## config.mk

```make
export PLATFORM = sky130hd
export DESIGN_NAME = dsp_pwm_timer
export DESIGN_NICKNAME = d
export VERILOG_FILES = /design/src/dsp_prescaler.sv /design/src/dsp_pwm_timer.sv
export SDC_FILE = /design/constraint.sdc
export NUM_CORES = 1
export LEC_CHECK = 0
export BUFFER_PORTS_ARGS = -buffer_cell sky130_fd_sc_hd__buf_2
export CAP_MARGIN = 30
export CORE_ASPECT_RATIO = 1.5
export CORE_MARGIN = 5
export CORE_UTILIZATION = 55
export DETAILED_ROUTE_END_ITERATION = 16
export GPL_ROUTABILITY_DRIVEN = 0
export GPL_TIMING_DRIVEN = 0
export PLACE_DENSITY = 0.8
export SYNTH_ARGS = -nofsm -noshare
export SYNTH_HDL_FRONTEND = slang
export SYNTH_SLANG_ARGS = --single-unit
```

## constraint.sdc

```tcl
create_clock -name i_sys_clk -period 3 [get_ports i_sys_clk]
set_clock_uncertainty 0.1 [all_clocks]
set_input_delay 0 -clock i_sys_clk [delete_from_list [all_inputs] [get_ports i_sys_clk]]
set_output_delay 0 -clock i_sys_clk [all_outputs]
set_load 0.005 [all_outputs]
```

## src/dsp_prescaler.sv

```systemverilog
/*
 * shared constants and types of the dual-slope pwm timer, plus the prescaler
 * that turns the system clock into a one-cycle timer clock enable.
 * assumes one clock domain and an active-low asynchronous reset.
 */
package dsp_pkg;

    // =====================================================================
    // register map and layouts
    localparam int DSP_AW = 3;
    localparam int DSP_DW = 16;
    localparam logic [2:0] DSP_ADDR_CTRL = 3'h0;
    localparam logic [2:0] DSP_ADDR_CAPTOP = 3'h1;
    localparam logic [2:0] DSP_ADDR_CMPA = 3'h2;
    localparam logic [2:0] DSP_ADDR_CMPB = 3'h3;
    localparam logic [2:0] DSP_ADDR_COUNT = 3'h4;
    localparam logic [2:0] DSP_ADDR_FLAGS = 3'h5;
    localparam logic [2:0] DSP_ADDR_PINDIR = 3'h6;

    typedef struct packed {
        logic wr;
        logic rd;
        logic [DSP_AW-1:0] addr;
        logic [DSP_DW-1:0] wdata;
    } dsp_bus_req_type;

    // ctrl: mode in [3:0], output_mode_a_field [5:4], b [7:6], clock select [10:8]
    typedef struct packed {
        logic [2:0] clk_sel;
        logic [1:0] com_b;
        logic [1:0] com_a;
        logic [3:0] mode;
    } dsp_ctrl_type;
    localparam int DSP_CTRL_W = 11;
    localparam dsp_ctrl_type DSP_CTRL_RST = '0;

    // flags: overflow [0], compare a [1], compare b [2], capture [3]
    typedef struct packed {
        logic capture;
        logic cmp_b;
        logic cmp_a;
        logic overflow;
    } dsp_flags_type;
    localparam int DSP_FLAGS_W = 4;

    // =====================================================================
    // waveform modes and output modes
    localparam logic [3:0] DSP_MODE_PC8 = 4'h1;
    localparam logic [3:0] DSP_MODE_PC9 = 4'h2;
    localparam logic [3:0] DSP_MODE_PC10 = 4'h3;
    localparam logic [3:0] DSP_MODE_PFC_CAP = 4'h8;
    localparam logic [3:0] DSP_MODE_PFC_CMPA = 4'h9;
    localparam logic [3:0] DSP_MODE_PC_CAP = 4'hA;
    localparam logic [3:0] DSP_MODE_PC_CMPA = 4'hB;
    localparam logic [15:0] DSP_TOP_8 = 16'h00FF;
    localparam logic [15:0] DSP_TOP_9 = 16'h01FF;
    localparam logic [15:0] DSP_TOP_10 = 16'h03FF;
    localparam logic [15:0] DSP_BOTTOM = 16'h0000;
    localparam logic [15:0] DSP_VAL_RST = 16'h0000;
    localparam logic [1:0] DSP_COM_OFF = 2'h0;
    localparam logic [1:0] DSP_COM_TOGGLE = 2'h1;
    localparam logic [1:0] DSP_COM_INV = 2'h3;

    // =====================================================================
    // prescaler: select code to last count of the divider (divide minus one)
    localparam logic [2:0] DSP_CS_STOP = 3'h0;
    localparam int DSP_PRE_W = 10;
    localparam logic [9:0] DSP_LAST_1 = 10'h000;
    localparam logic [9:0] DSP_LAST_8 = 10'h007;
    localparam logic [9:0] DSP_LAST_64 = 10'h03F;
    localparam logic [9:0] DSP_LAST_256 = 10'h0FF;
    localparam logic [9:0] DSP_LAST_1024 = 10'h3FF;

    function automatic logic [9:0] dsp_div_last(input logic [2:0] sel);
        unique case (sel)
            3'h1: dsp_div_last = DSP_LAST_1;
            3'h2: dsp_div_last = DSP_LAST_8;
            3'h3: dsp_div_last = DSP_LAST_64;
            3'h4: dsp_div_last = DSP_LAST_256;
            default: dsp_div_last = DSP_LAST_1024;
        endcase
    endfunction

    function automatic logic dsp_is_pfc(input logic [3:0] mode);
        dsp_is_pfc = (mode == DSP_MODE_PFC_CAP) || (mode == DSP_MODE_PFC_CMPA);
    endfunction

    function automatic logic dsp_is_dual(input logic [3:0] mode);
        dsp_is_dual = dsp_is_pfc(mode) || (mode == DSP_MODE_PC8) || (mode == DSP_MODE_PC9)
            || (mode == DSP_MODE_PC10) || (mode == DSP_MODE_PC_CAP) || (mode == DSP_MODE_PC_CMPA);
    endfunction

    function automatic logic dsp_top_is_cmpa(input logic [3:0] mode);
        dsp_top_is_cmpa = (mode == DSP_MODE_PFC_CMPA) || (mode == DSP_MODE_PC_CMPA);
    endfunction

    function automatic logic dsp_top_is_cap(input logic [3:0] mode);
        dsp_top_is_cap = (mode == DSP_MODE_PFC_CAP) || (mode == DSP_MODE_PC_CAP);
    endfunction

endpackage

`timescale 1ns/1ps
`default_nettype none

module dsp_prescaler
    import dsp_pkg::*;
(
    input wire logic i_sys_clk,
    input wire logic i_resetn,
    input wire logic [2:0] i_clk_sel,
    output logic o_tick
);

    // =====================================================================
    // state
    typedef struct packed {
        logic [DSP_PRE_W-1:0] cnt;
        logic tick;
    } dsp_pre_state_type;

    dsp_pre_state_type st_q;
    dsp_pre_state_type st_d;

    always_comb begin
        st_d = st_q;
        st_d.tick = 1'b0;
        if (i_clk_sel == DSP_CS_STOP || i_clk_sel > 3'h5) begin
            st_d.cnt = '0;
        end else if (st_q.cnt >= dsp_div_last(i_clk_sel)) begin
            st_d.cnt = '0;
            st_d.tick = 1'b1;
        end else begin
            st_d.cnt = st_q.cnt + 10'h001;
        end
    end

    always_ff @(posedge i_sys_clk or negedge i_resetn) begin
        if (!i_resetn) begin
            st_q <= '0;
        end else begin
            st_q <= st_d;
        end
    end

    assign o_tick = st_q.tick;

endmodule

`default_nettype wire

```

## src/dsp_pwm_timer.sv

```systemverilog
/*
 * dual-slope 16-bit pwm timer: phase-correct and phase-and-frequency-correct
 * modes, two compare channels, register port, pin gating.
 * assumes a single-master register port on the same clock and that the pin
 * pad combines value and active-low output enable.
 */
// The register addresses and the plain strobed port were decided locally.
// Functional notes
// - timer clock enable from prescaler dividing by 1, 8, 64, 256 or 1024
// - phase-correct non-inverted: compare at bottom low, at top high
// - inverted output gives opposite levels at both extreme compare values
// - mode 11 with channel a output mode 1 toggles a on match
// - modes 8 and 9 count up from zero to top and back down
// - non-inverting clears on up match, sets on down match; inverting reversed
// - output mode two is non-inverted pwm, three inverted pwm
// - top is capture value in mode 8, compare a in mode 9
// - counter holds top for exactly one timer clock before counting down
// - compare flag set on every match, rising and falling slopes
// - overflow flag set with compare reload at bottom in modes 8 and 9
// - compare a or capture flag, whichever defines top, set when counter reaches top
// - compare output reaches pin only when direction bit selects output
// - period is twice prescale factor times top
// - frequency-correct non-inverted: bottom compare low, top compare high
// - mode 9 with channel a output mode 1 toggles a on match
// - fully synchronous, prescaled clock only qualifies counting, flags, compare outputs and compare reload
// - capture top written directly, compare writes buffered until update point
`timescale 1ns/1ps
`default_nettype none

module dsp_pwm_timer
    import dsp_pkg::*;
(
    input wire logic i_sys_clk,
    input wire logic i_resetn,
    input wire dsp_bus_req_type i_bus,
    output logic [DSP_DW-1:0] o_rdata,
    output logic o_pin_a,
    output logic o_pin_a_oe_n,
    output logic o_pin_b,
    output logic o_pin_b_oe_n
);

    // =====================================================================
    // state
    typedef enum logic {
        DSP_CNT_UP = 1'b0,
        DSP_CNT_DOWN = 1'b1
    } dsp_dir_type;

    typedef struct packed {
        dsp_ctrl_type ctrl;
        logic [15:0] cap_top;
        logic [15:0] cmp_a;
        logic [15:0] cmp_b;
        logic [15:0] buf_a;
        logic [15:0] buf_b;
        logic [15:0] cnt;
        dsp_dir_type dir;
        dsp_flags_type flags;
        logic [1:0] pin_dir;
        logic out_a;
        logic out_b;
        logic [DSP_DW-1:0] rdata;
    } dsp_state_type;

    dsp_state_type st_q;
    dsp_state_type st_d;
    logic tick;
    logic [15:0] top;
    logic at_top;
    logic at_bottom;
    logic update_pt;
    logic match_a;
    logic match_b;
    logic dual;
    dsp_flags_type set_f;
    dsp_flags_type clr_f;

    // =====================================================================
    // prescaler
    dsp_prescaler dsp_prescaler_inst (
        .i_sys_clk(i_sys_clk),
        .i_resetn(i_resetn),
        .i_clk_sel(st_q.ctrl.clk_sel),
        .o_tick(tick)
    );

    // =====================================================================
    // top and event decode
    always_comb begin
        unique case (st_q.ctrl.mode)
            DSP_MODE_PC8: top = DSP_TOP_8;
            DSP_MODE_PC9: top = DSP_TOP_9;
            DSP_MODE_PC10: top = DSP_TOP_10;
            DSP_MODE_PFC_CMPA,
            DSP_MODE_PC_CMPA: top = st_q.cmp_a;
            default: top = st_q.cap_top;
        endcase
    end

    assign dual = dsp_is_dual(st_q.ctrl.mode);
    assign at_top = dual && (st_q.dir == DSP_CNT_UP) && (st_q.cnt == top);
    assign at_bottom = dual && (st_q.dir == DSP_CNT_DOWN) && (st_q.cnt == DSP_BOTTOM);
    // reload point: bottom or top by mode
    assign update_pt = tick && (dsp_is_pfc(st_q.ctrl.mode) ? at_bottom : at_top);
    assign match_a = tick && dual && (st_q.cnt == st_q.cmp_a);
    assign match_b = tick && dual && (st_q.cnt == st_q.cmp_b);

    always_comb begin
        set_f = '0;
        set_f.overflow = tick && at_bottom;
        set_f.cmp_a = match_a || (tick && at_top && dsp_top_is_cmpa(st_q.ctrl.mode));
        set_f.cmp_b = match_b;
        set_f.capture = tick && at_top && dsp_top_is_cap(st_q.ctrl.mode);
        clr_f = '0;
        if (i_bus.wr && i_bus.addr == DSP_ADDR_FLAGS) begin
            clr_f = dsp_flags_type'(i_bus.wdata[DSP_FLAGS_W-1:0]);
        end
    end

    // =====================================================================
    // output level on a compare match
    function automatic logic dsp_match_level(input logic [1:0] com, input logic [15:0] cmp,
                                            input logic [15:0] tv, input dsp_dir_type dir,
                                            input logic cur);
        logic inv;
        inv = (com == DSP_COM_INV);
        if (com == DSP_COM_TOGGLE) begin
            dsp_match_level = ~cur;
        end else if (cmp == tv) begin
            // same extreme in both dual modes
            dsp_match_level = ~inv;
        end else if (cmp == DSP_BOTTOM) begin
            dsp_match_level = inv;
        end else begin
            dsp_match_level = (dir == DSP_CNT_UP) ? inv : ~inv;
        end
    endfunction

    // =====================================================================
    // next state
    always_comb begin
        st_d = st_q;

        // counter, runs only on the timer clock enable
        if (tick && dual) begin
            if (st_q.dir == DSP_CNT_UP) begin
                if (st_q.cnt == top) begin
                    st_d.dir = DSP_CNT_DOWN;
                    st_d.cnt = st_q.cnt - 16'h0001;
                end else begin
                    // rising slope, wraps past max if top was lowered below
                    st_d.cnt = st_q.cnt + 16'h0001;
                end
            end else if (st_q.cnt == DSP_BOTTOM) begin
                st_d.dir = DSP_CNT_UP;
                st_d.cnt = st_q.cnt + 16'h0001;
            end else begin
                st_d.cnt = st_q.cnt - 16'h0001;
            end
        end

        if (update_pt) begin
            st_d.cmp_a = st_q.buf_a;
            st_d.cmp_b = st_q.buf_b;
        end

        // compare output modes one to three; mode 1 toggles channel a only
        if (match_a && st_q.ctrl.com_a != DSP_COM_OFF) begin
            // toggle a only when compare a is top
            if (st_q.ctrl.com_a != DSP_COM_TOGGLE || dsp_top_is_cmpa(st_q.ctrl.mode)) begin
                st_d.out_a = dsp_match_level(st_q.ctrl.com_a, st_q.cmp_a, top, st_q.dir, st_q.out_a);
            end
        end
        // toggle is a channel-a feature; b ignores output mode 1
        if (match_b && st_q.ctrl.com_b != DSP_COM_OFF && st_q.ctrl.com_b != DSP_COM_TOGGLE) begin
            st_d.out_b = dsp_match_level(st_q.ctrl.com_b, st_q.cmp_b, top, st_q.dir, st_q.out_b);
        end

        st_d.flags = (st_q.flags & ~clr_f) | set_f;

        // register writes
        if (i_bus.wr) begin
            unique case (i_bus.addr)
                DSP_ADDR_CTRL: st_d.ctrl = dsp_ctrl_type'(i_bus.wdata[DSP_CTRL_W-1:0]);
                DSP_ADDR_CAPTOP: st_d.cap_top = i_bus.wdata;
                DSP_ADDR_CMPA: st_d.buf_a = i_bus.wdata;
                DSP_ADDR_CMPB: st_d.buf_b = i_bus.wdata;
                DSP_ADDR_COUNT: st_d.cnt = i_bus.wdata;
                DSP_ADDR_PINDIR: st_d.pin_dir = i_bus.wdata[1:0];
                default: ;
            endcase
        end

        // read data stand one cycle after the strobe only
        st_d.rdata = '0;
        if (i_bus.rd) begin
            unique case (i_bus.addr)
                DSP_ADDR_CTRL: st_d.rdata = {5'h0, st_q.ctrl};
                DSP_ADDR_CAPTOP: st_d.rdata = st_q.cap_top;
                // software sees the buffer it wrote, not the active copy
                DSP_ADDR_CMPA: st_d.rdata = st_q.buf_a;
                DSP_ADDR_CMPB: st_d.rdata = st_q.buf_b;
                DSP_ADDR_COUNT: st_d.rdata = st_q.cnt;
                DSP_ADDR_FLAGS: st_d.rdata = {12'h000, st_q.flags};
                DSP_ADDR_PINDIR: st_d.rdata = {14'h0, st_q.pin_dir};
                default: st_d.rdata = '0;
            endcase
        end
    end

    always_ff @(posedge i_sys_clk or negedge i_resetn) begin
        if (!i_resetn) begin
            st_q <= '{ctrl: DSP_CTRL_RST, cap_top: DSP_VAL_RST, cmp_a: DSP_VAL_RST,
                      cmp_b: DSP_VAL_RST, buf_a: DSP_VAL_RST, buf_b: DSP_VAL_RST,
                      cnt: DSP_BOTTOM, dir: DSP_CNT_UP, flags: '0, pin_dir: 2'h0,
                      out_a: 1'b0, out_b: 1'b0, rdata: '0};
        end else begin
            st_q <= st_d;
        end
    end

    // =====================================================================
    // pins
    assign o_rdata = st_q.rdata;
    assign o_pin_a = st_q.out_a;
    assign o_pin_b = st_q.out_b;
    // pin driven only when direction is output and channel connected
    assign o_pin_a_oe_n = ~(st_q.pin_dir[0] && st_q.ctrl.com_a != DSP_COM_OFF);
    assign o_pin_b_oe_n = ~(st_q.pin_dir[1] && st_q.ctrl.com_b != DSP_COM_OFF);

    // period 2*N*top follows from one tick per count step

endmodule

`default_nettype wire

```

==> results of run 1 <==
worst register-to-register path: cells and delay by family (launching register included):
family	cells	cell delay (ps)
AO/OA/AOI/OAI	3	360
XOR/XNOR	1	300
buffers and inverters	3	580
flip-flops	1	400
multiplexers	1	310
AND/OR/NAND/NOR	4	1210
stage by stage:
step / setup TNS (ps) / power [mW] / setup slack, ps / utilization [%] / instances
final: -15510 / 6.909 / -370.1 / 70.94 / 1152
after global routing: -17760 / 7.171 / -427.0 / 70.94 / 1152
after CTS: -7566 / 6.663 / -203.8 / 68.88 / 1137
after detailed placement: -26510 / 4.263 / -622.6 / 59.91 / 1067
after global placement: -44040 / 4.197 / -591.3 / 59.68 / 1066
after floorplan: -1380 / 3.717 / -46.00 / - / 826
cells by family after synthesis:
group           count (synthesis)
mux                           118
flops                         143
simple gates                  245
fa+ha+maj                      13
compound gates                128
buf+inv                        90
xor+xnor                       89
area by class of cell:
class                      count  area, sq um
multi-input combinational    593         4931
fill                         983         4379
clock buffer                  23        478.0
buffer                        62        376.6
tap                          199        249.0
sequential                   143         3587
timing repair buffer         103        847.1
clock inverter                 6        132.6
inverter                      23        90.09
per-layer routing:
layer / track usage [%] / share of wire [%] / vias up
met4: 23.19 / 11 / 0
met3: 7.753 / 8.5 / 218
met1: 34.55 / 34 / 3631
met5: 0 / 0 / -
met2: 50.44 / 46 / 486
li1: - / - / 3177
flip-flops by register name, summed over array words and instances (netlist names):
| name | count |
|---|---|
| st_q | 114 |
| o_pin_a | 1 |
| dsp_prescaler_inst.o_tick | 1 |
| dsp_prescaler_inst.st_q | 10 |
| o_rdata | 16 |
| o_pin_b | 1 |
what timing repair did:
| action | in CTS | in global routing |
|---|---|---|
| endpoints found under the setup margin | 60 | 61 |
| endpoints found under the hold margin | 180 | 0 |
| hold buffers | 20 | 0 |
| buffers inserted | 20 | 18 |
| cloned | 3 | 1 |
| resized for setup | 69 | 46 |
| pin swaps | 7 | 30 |
synthesized netlist by cell type (5+ instances only):
library cell  instances  area share (%)
buf_2                 5            0.30
a221oi_1              7            0.73
nor2_1               65             2.9
buf_6                 5            0.67
xor2_1               29             3.0
ha_1                 13             1.9
mux2_2               56             7.5
nand2_1              53             2.4
xnor2_1              60             6.2
mux2_1               30             4.0
a22oi_1              18             1.6
a21oi_1              38             2.3
dfrtp_1             143              42
buf_1                 7            0.31
and3_1                6            0.44
buf_4                16             1.4
inv_1                23             1.0
nand2b_1              9            0.67
nor3_1               13            0.77
o21ai_1               7            0.41
mux2i_1              28             3.3
nor2b_1              14             1.0
and2_1                5            0.37
o21ai_0              17             1.0
a21o_1                6            0.53
nor4_1               14             1.0
nand4_1              23             1.7
nand3_1              17             1.0
clkbuf_1             34             1.5
report_power, final:
group	internal, mW	switching [mW]
clock	1.44	0.770
combinational	0.979	1.21
sequential	2.21	0.300
total	4.63	2.28
worst min path at each step:
stage | start | endpoint | depth (start not counted)
5_1_grt | i_bus[17] | o_rdata[4] | 4
2_1_floorplan | i_resetn | dsp_prescaler_inst.o_tick | 0
6_report | i_resetn | o_rdata[7] | 2
3_5_place_dp | i_resetn | o_rdata[7] | 1
4_1_cts | i_bus[17] | o_rdata[4] | 4
3_3_place_gp | i_bus[19] | o_rdata[2] | 2
==> summary.txt, run 1 <==
Worst-Skew Late Latency - 430 ps
Final hold vios - 0
Yosys reg bits - 143
Most frequent cells in the layout - 136 x dfrtp_1, 64 x nor2_1, 60 x xnor2_1
DP Area - 0.009029 sq mm
Required time worst endpoint - 3210 ps
Worst-path clk slew - 60 ps
R2R depth - 12
Routed WL - 27770 microns
# diodes - 0
Reg2reg start - st_q[121]
Worst slew pin tran - 795.1 ps
Worst hold path type - input port to asynchronous set/reset pin
Main flop type after synthesis - dfrtp_1
Adder-cell share of the synthesized area - 1.927%
DRC Markers - 0
Largest net degree at the start of global routing - 76
Hold WS - 42.79 ps
Slew Limit Fails - 0
Routed vias/inst - 6.521
Startpoint types - register
Logic depth of the worst path, buffers included - 12
Syn Inst Count - 826
Critical path's slowest cell - nor4bb_2
Post-route ant nets - 0
Share of layout cells above drive strength 1 - 30.01%
R2R setup slack - -370 ps
Critical path arrival - 3580 ps
Final WS setup - -370.1 ps
Cell Pwr Density - 646.2 mW/mm^2
Setup crit start - st_q[121]
I/O pins - 43
Antenna violations before repair - 0
CP Cell Sequence - clkbuf_2 > nor4bb_2 > a221oi_4 > xnor2_1 > nand4_1 > or3_4 > nor2_4 > o21ai_2 > a21boi_4 > buf_6 > buf_8 > mux2_4
Vias - 7512
Cell area after synthesis - 0.008442 sq mm
Post-synthesis xor/xnor area fraction - 9.234%
Final Cell Area - 0.01069 sq mm
Largest family of logic cells by synthesized area - multiplexers
I/O Buffers - 41
Clock root cell - clkbuf_16
H-Tree Depth - 4
Die extent in x - 111.2 microns
Syn_nets - 862
Rows - 55
Yosys Warn Count - 0
Area Overhead vs Synth - 26.65%
Global-route wire length before repair - 42350 microns
Status - complete, but fails checks
CTS tree - built
Hpwl dp - 18030 microns
Grt ovf - 0
Max Root-Sink Buffers - 2
WL/cell - 24.11 microns
Initial Util - 56.01%
Critical Path End Type - register
Worst Path Max Fanout - 10
Core Box Area - 0.01507 sq mm
Largest delay share family, worst path - simple AND/OR/NAND/NOR gates
Rel. slew slack - 46.99%
EDFF count, synth - 0
Synth Area in Compound Gates - 10.43%
Buf+Inv Stages, Crit Path - 3
Clock Sinks - 143
Synth cell types - 64
MaxCap Viol Count - 0
Slowest stage delay, CP - 440 ps
Crit path time final - 3370 ps
LEAKAGE - 4.529 nW
# nets final - 979
Reg-to-Reg End - st_q[93]
Synth Area in Simple Gates - 14.93%
DR pass1 iterations - 8
Violated checks - setup timing
DIE AREA - 0.01798 sq mm
Die H - 161.7 microns
Mean post-synth cell area - 10.22 sq um
RSZ-0062 raised after global routing - yes
Final setup viols - 48
Worst Setup EP - st_q[93]
DRT iter0 DRCs - 921
Total Routing Usage GR - 30.78%
Seq/Total Area, Yosys - 42.39%
Vias in the first global route - 7606
IR drop worst, VDD - 0.3954 mV
Asr flop ratio synth - 100.0%
Final worst path period share - 112.3%
Commonest non-fill, non-tap cell in the layout - dfrtp_1
WS Path Type - register to register
Mux contribution to synthesized area - 15.86%
Highest clock rate - 0.2967 GHz
CTS Buf Count - 17
No activity file was read; power rests on OpenSTA's default activity.
==> run 2: changes to the inputs <==
--- a/config.mk
+++ b/config.mk
@@ -5,15 +5,16 @@
 export SDC_FILE = /design/constraint.sdc
 export NUM_CORES = 1
 export LEC_CHECK = 0
+export ABC_AREA = 1
 export BUFFER_PORTS_ARGS = -buffer_cell sky130_fd_sc_hd__buf_2
 export CAP_MARGIN = 30
 export CORE_ASPECT_RATIO = 1.5
-export CORE_MARGIN = 5
+export CORE_MARGIN = 8
 export CORE_UTILIZATION = 55
 export DETAILED_ROUTE_END_ITERATION = 16
 export GPL_ROUTABILITY_DRIVEN = 0
 export GPL_TIMING_DRIVEN = 0
-export PLACE_DENSITY = 0.8
+export PLACE_DENSITY = 0.79
 export SYNTH_ARGS = -nofsm -noshare
 export SYNTH_HDL_FRONTEND = slang
 export SYNTH_SLANG_ARGS = --single-unit
==> summary.txt, run 2 <==
Worst hold path type - input port to register
Reg-to-Reg End - st_q[87]
R2R setup slack - 100 ps
LEAKAGE - 5.192 nW
# diodes - 0
Top cells by count, synth - 259 x nand2_1, 143 x dfrtp_1, 129 x nor2_1, 117 x inv_1, 99 x nand3_1
Setup TNS Final - 0 ps
Max Root-Sink Buffers - 2
Final core area utilization - 64.25%
Final worst path period share - 96.61%
Share of layout cells above drive strength 1 - 12.61%
Die extent in x - 119.6 microns
DP Area - 0.009358 sq mm
Main flop type after synthesis - dfrtp_1
I/O pins - 43
Initial Util - 55.44%
Total Routing Usage GR - 30.23%
Worst Path Max Fanout - 10
Worst-Skew Late Latency - 420 ps
Vias - 8976
MaxCap Viol Count - 0
RSZ-0062 raised after global routing - no
Routed WL - 30210 microns
Startpoint types - register
Die H - 171.4 microns
Final setup viols - 0
I/O Buffers - 41
Syn_nets - 1228
Final hold vios - 0
Hpwl dp - 21980 microns
Setup crit start - st_q[122]
Routed vias/inst - 5.988
Reg2reg start - st_q[122]
Antenna violations before repair - 0
Top reg by flops - st_q
DRT iter0 DRCs - 1189
Global-route wire length before repair - 47180 microns
Status - complete, no violations
WL/cell - 20.16 microns
Synth cell types - 45
DIE AREA - 0.02050 sq mm
Most frequent cells in the layout - 253 x nand2_1, 141 x dfrtp_1, 128 x nor2_1
Yosys Warn Count - 0
Critical path arrival - 3140 ps
Grt ovf - 0
GR Layer Usage met2 - 50.34%
Most common cell in the synthesized netlist - nand2_1
Final Cell Area - 0.01026 sq mm
R2R depth - 14
Core Box Area - 0.01598 sq mm
Area Overhead vs Synth - 15.91%
Placed cells - 1441
Top cell type's share of synthesized area - 40.41%
H-Tree Depth - 4
Worst slew pin tran - 897.4 ps
Highest clock rate - 0.3450 GHz
WS Path Type - register to register
CTS Buf Count - 17
Required time worst endpoint - 3240 ps
IR drop worst, VDD - 0.4400 mV
EDFF count, synth - 0
Crit path time final - 2898 ps
Synth top area cells - dfrtp_1 40%, nand2_1 11%, xor2_1 6.6%
Clock Sinks - 143
Largest register FFs - 114
Non-Filler Instances - 1499
Yosys top cell by area - dfrtp_1
Worst Setup EP - st_q[87]
Worst-path clk slew - 60 ps
Post-route ant nets - 0
Cell area after synthesis - 0.008856 sq mm
Yosys reg bits - 143
GR peak layer - met2
GR Util met1 - 34.33%
DR pass1 iterations - 7
Cell Pwr Density - 614.2 mW/mm^2
Slew Limit Fails - 0
Commonest non-fill, non-tap cell in the layout - nand2_1
Seq/Total Area, Yosys - 40.41%
Largest net degree at the start of global routing - 98
Syn Inst Count - 1192
Vias in the first global route - 8776
Mean post-synth cell area - 7.430 sq um
Rel. slew slack - 39.62%
Hold WS - 32.97 ps
CTS tree - built
# nets final - 1317
Critical Path End Type - register
Rows - 57
Clock root cell - clkbuf_16
Met3 Usage GRT - 5.585%
Asr flop ratio synth - 100.0%
DRC Markers - 0
==> run 2: cell count changes after synthesis, moves of 38 or more <==
cell     before  now
mux2_2       56    0
nor2_1       65  129
nand3_1      17   99
o21ai_0      17   91
inv_1        23  117
xor2_1       29   67
xnor2_1      60   11
nand2_1      53  259
==> run 2: cell families after synthesis <==
group / synth area share (%)
AND/OR/NAND/NOR: 27.72
AO/OA/AOI/OAI: 12.93
buffers and inverters: 9.395
flip-flops: 40.41
XOR/XNOR: 7.714
adder cells (fa/ha/maj): 1.837
==> run 2: how the worst min path moves through the flow <==
stage / slack, ps / endpoint / from / cells after the start
2_1_floorplan: -400 / dsp_prescaler_inst.o_tick / i_resetn / 0
3_3_place_gp: 160 / st_q[30] / i_bus[5] / 3
6_report: 30 / st_q[42] / i_bus[17] / 6
5_1_grt: 90 / st_q[18] / i_bus[17] / 7
3_5_place_dp: -130 / st_q[18] / i_resetn / 1
4_1_cts: 20 / st_q[42] / i_bus[17] / 6
==> run 2: metrics by stage <==
stage / setup WS [ps] / power [mW]
5_1_grt: 9.648 / 6.599
3_3_place_gp: -530.1 / 4.071
6_report: 101.8 / 6.304
3_5_place_dp: -568.9 / 4.133
2_1_floorplan: 435.4 / 3.597
4_1_cts: 6.984 / 6.202
==> run 2: final cells by class <==
| type | instances | area (sq um) |
|---|---|---|
| inverter | 125 | 471.7 |
| sequential | 143 | 3581 |
| fill | 1379 | 5710 |
| timing repair buffer | 72 | 516.7 |
| multi-input combinational | 855 | 4509 |
| clock inverter | 11 | 107.6 |
| tap | 206 | 257.7 |
| clock buffer | 20 | 456.7 |
| buffer | 67 | 364.1 |
==> run 2: metal layers <==
metal | up-vias | wire, microns | share of wire [%]
li1 | 4053 | - | -
met1 | 4155 | 10790 | 36
met2 | 596 | 14490 | 48
met3 | 172 | 2580 | 8.5
met4 | 0 | 2356 | 7.8
met5 | - | 0 | 0
==> run 2: power breakdown <==
group | internal [mW] | total, mW | switching (mW)
registers | 2.17 | 2.38 | 0.211
logic | 0.639 | 1.87 | 1.23
clock network | 1.19 | 2.06 | 0.871
==> run 2: worst max-delay path, stage by stage, from the launching register on <==
cell      delay [ps]
dfrtp_2          490
inv_1            130
nand2_1          130
nand2_4          170
buf_12           160
nand3_1          120
nand2_2          150
nand2_1           60
nand2_1          120
nor3b_4          260
nand3_4          150
o21ai_4          140
nand2_4          100
clkbuf_2         280
a21oi_1          230
==> run 2: what timing repair did <==
| item | CTS | global route |
|---|---|---|
| endpoints found under the setup margin | 43 | 57 |
| hold buffers | 23 | 0 |
| gates resized for setup | 11 | 19 |
| buffers inserted | 1 | 4 |
| pin swaps | 1 | 3 |
| hold endpoints to repair | 229 | 0 |
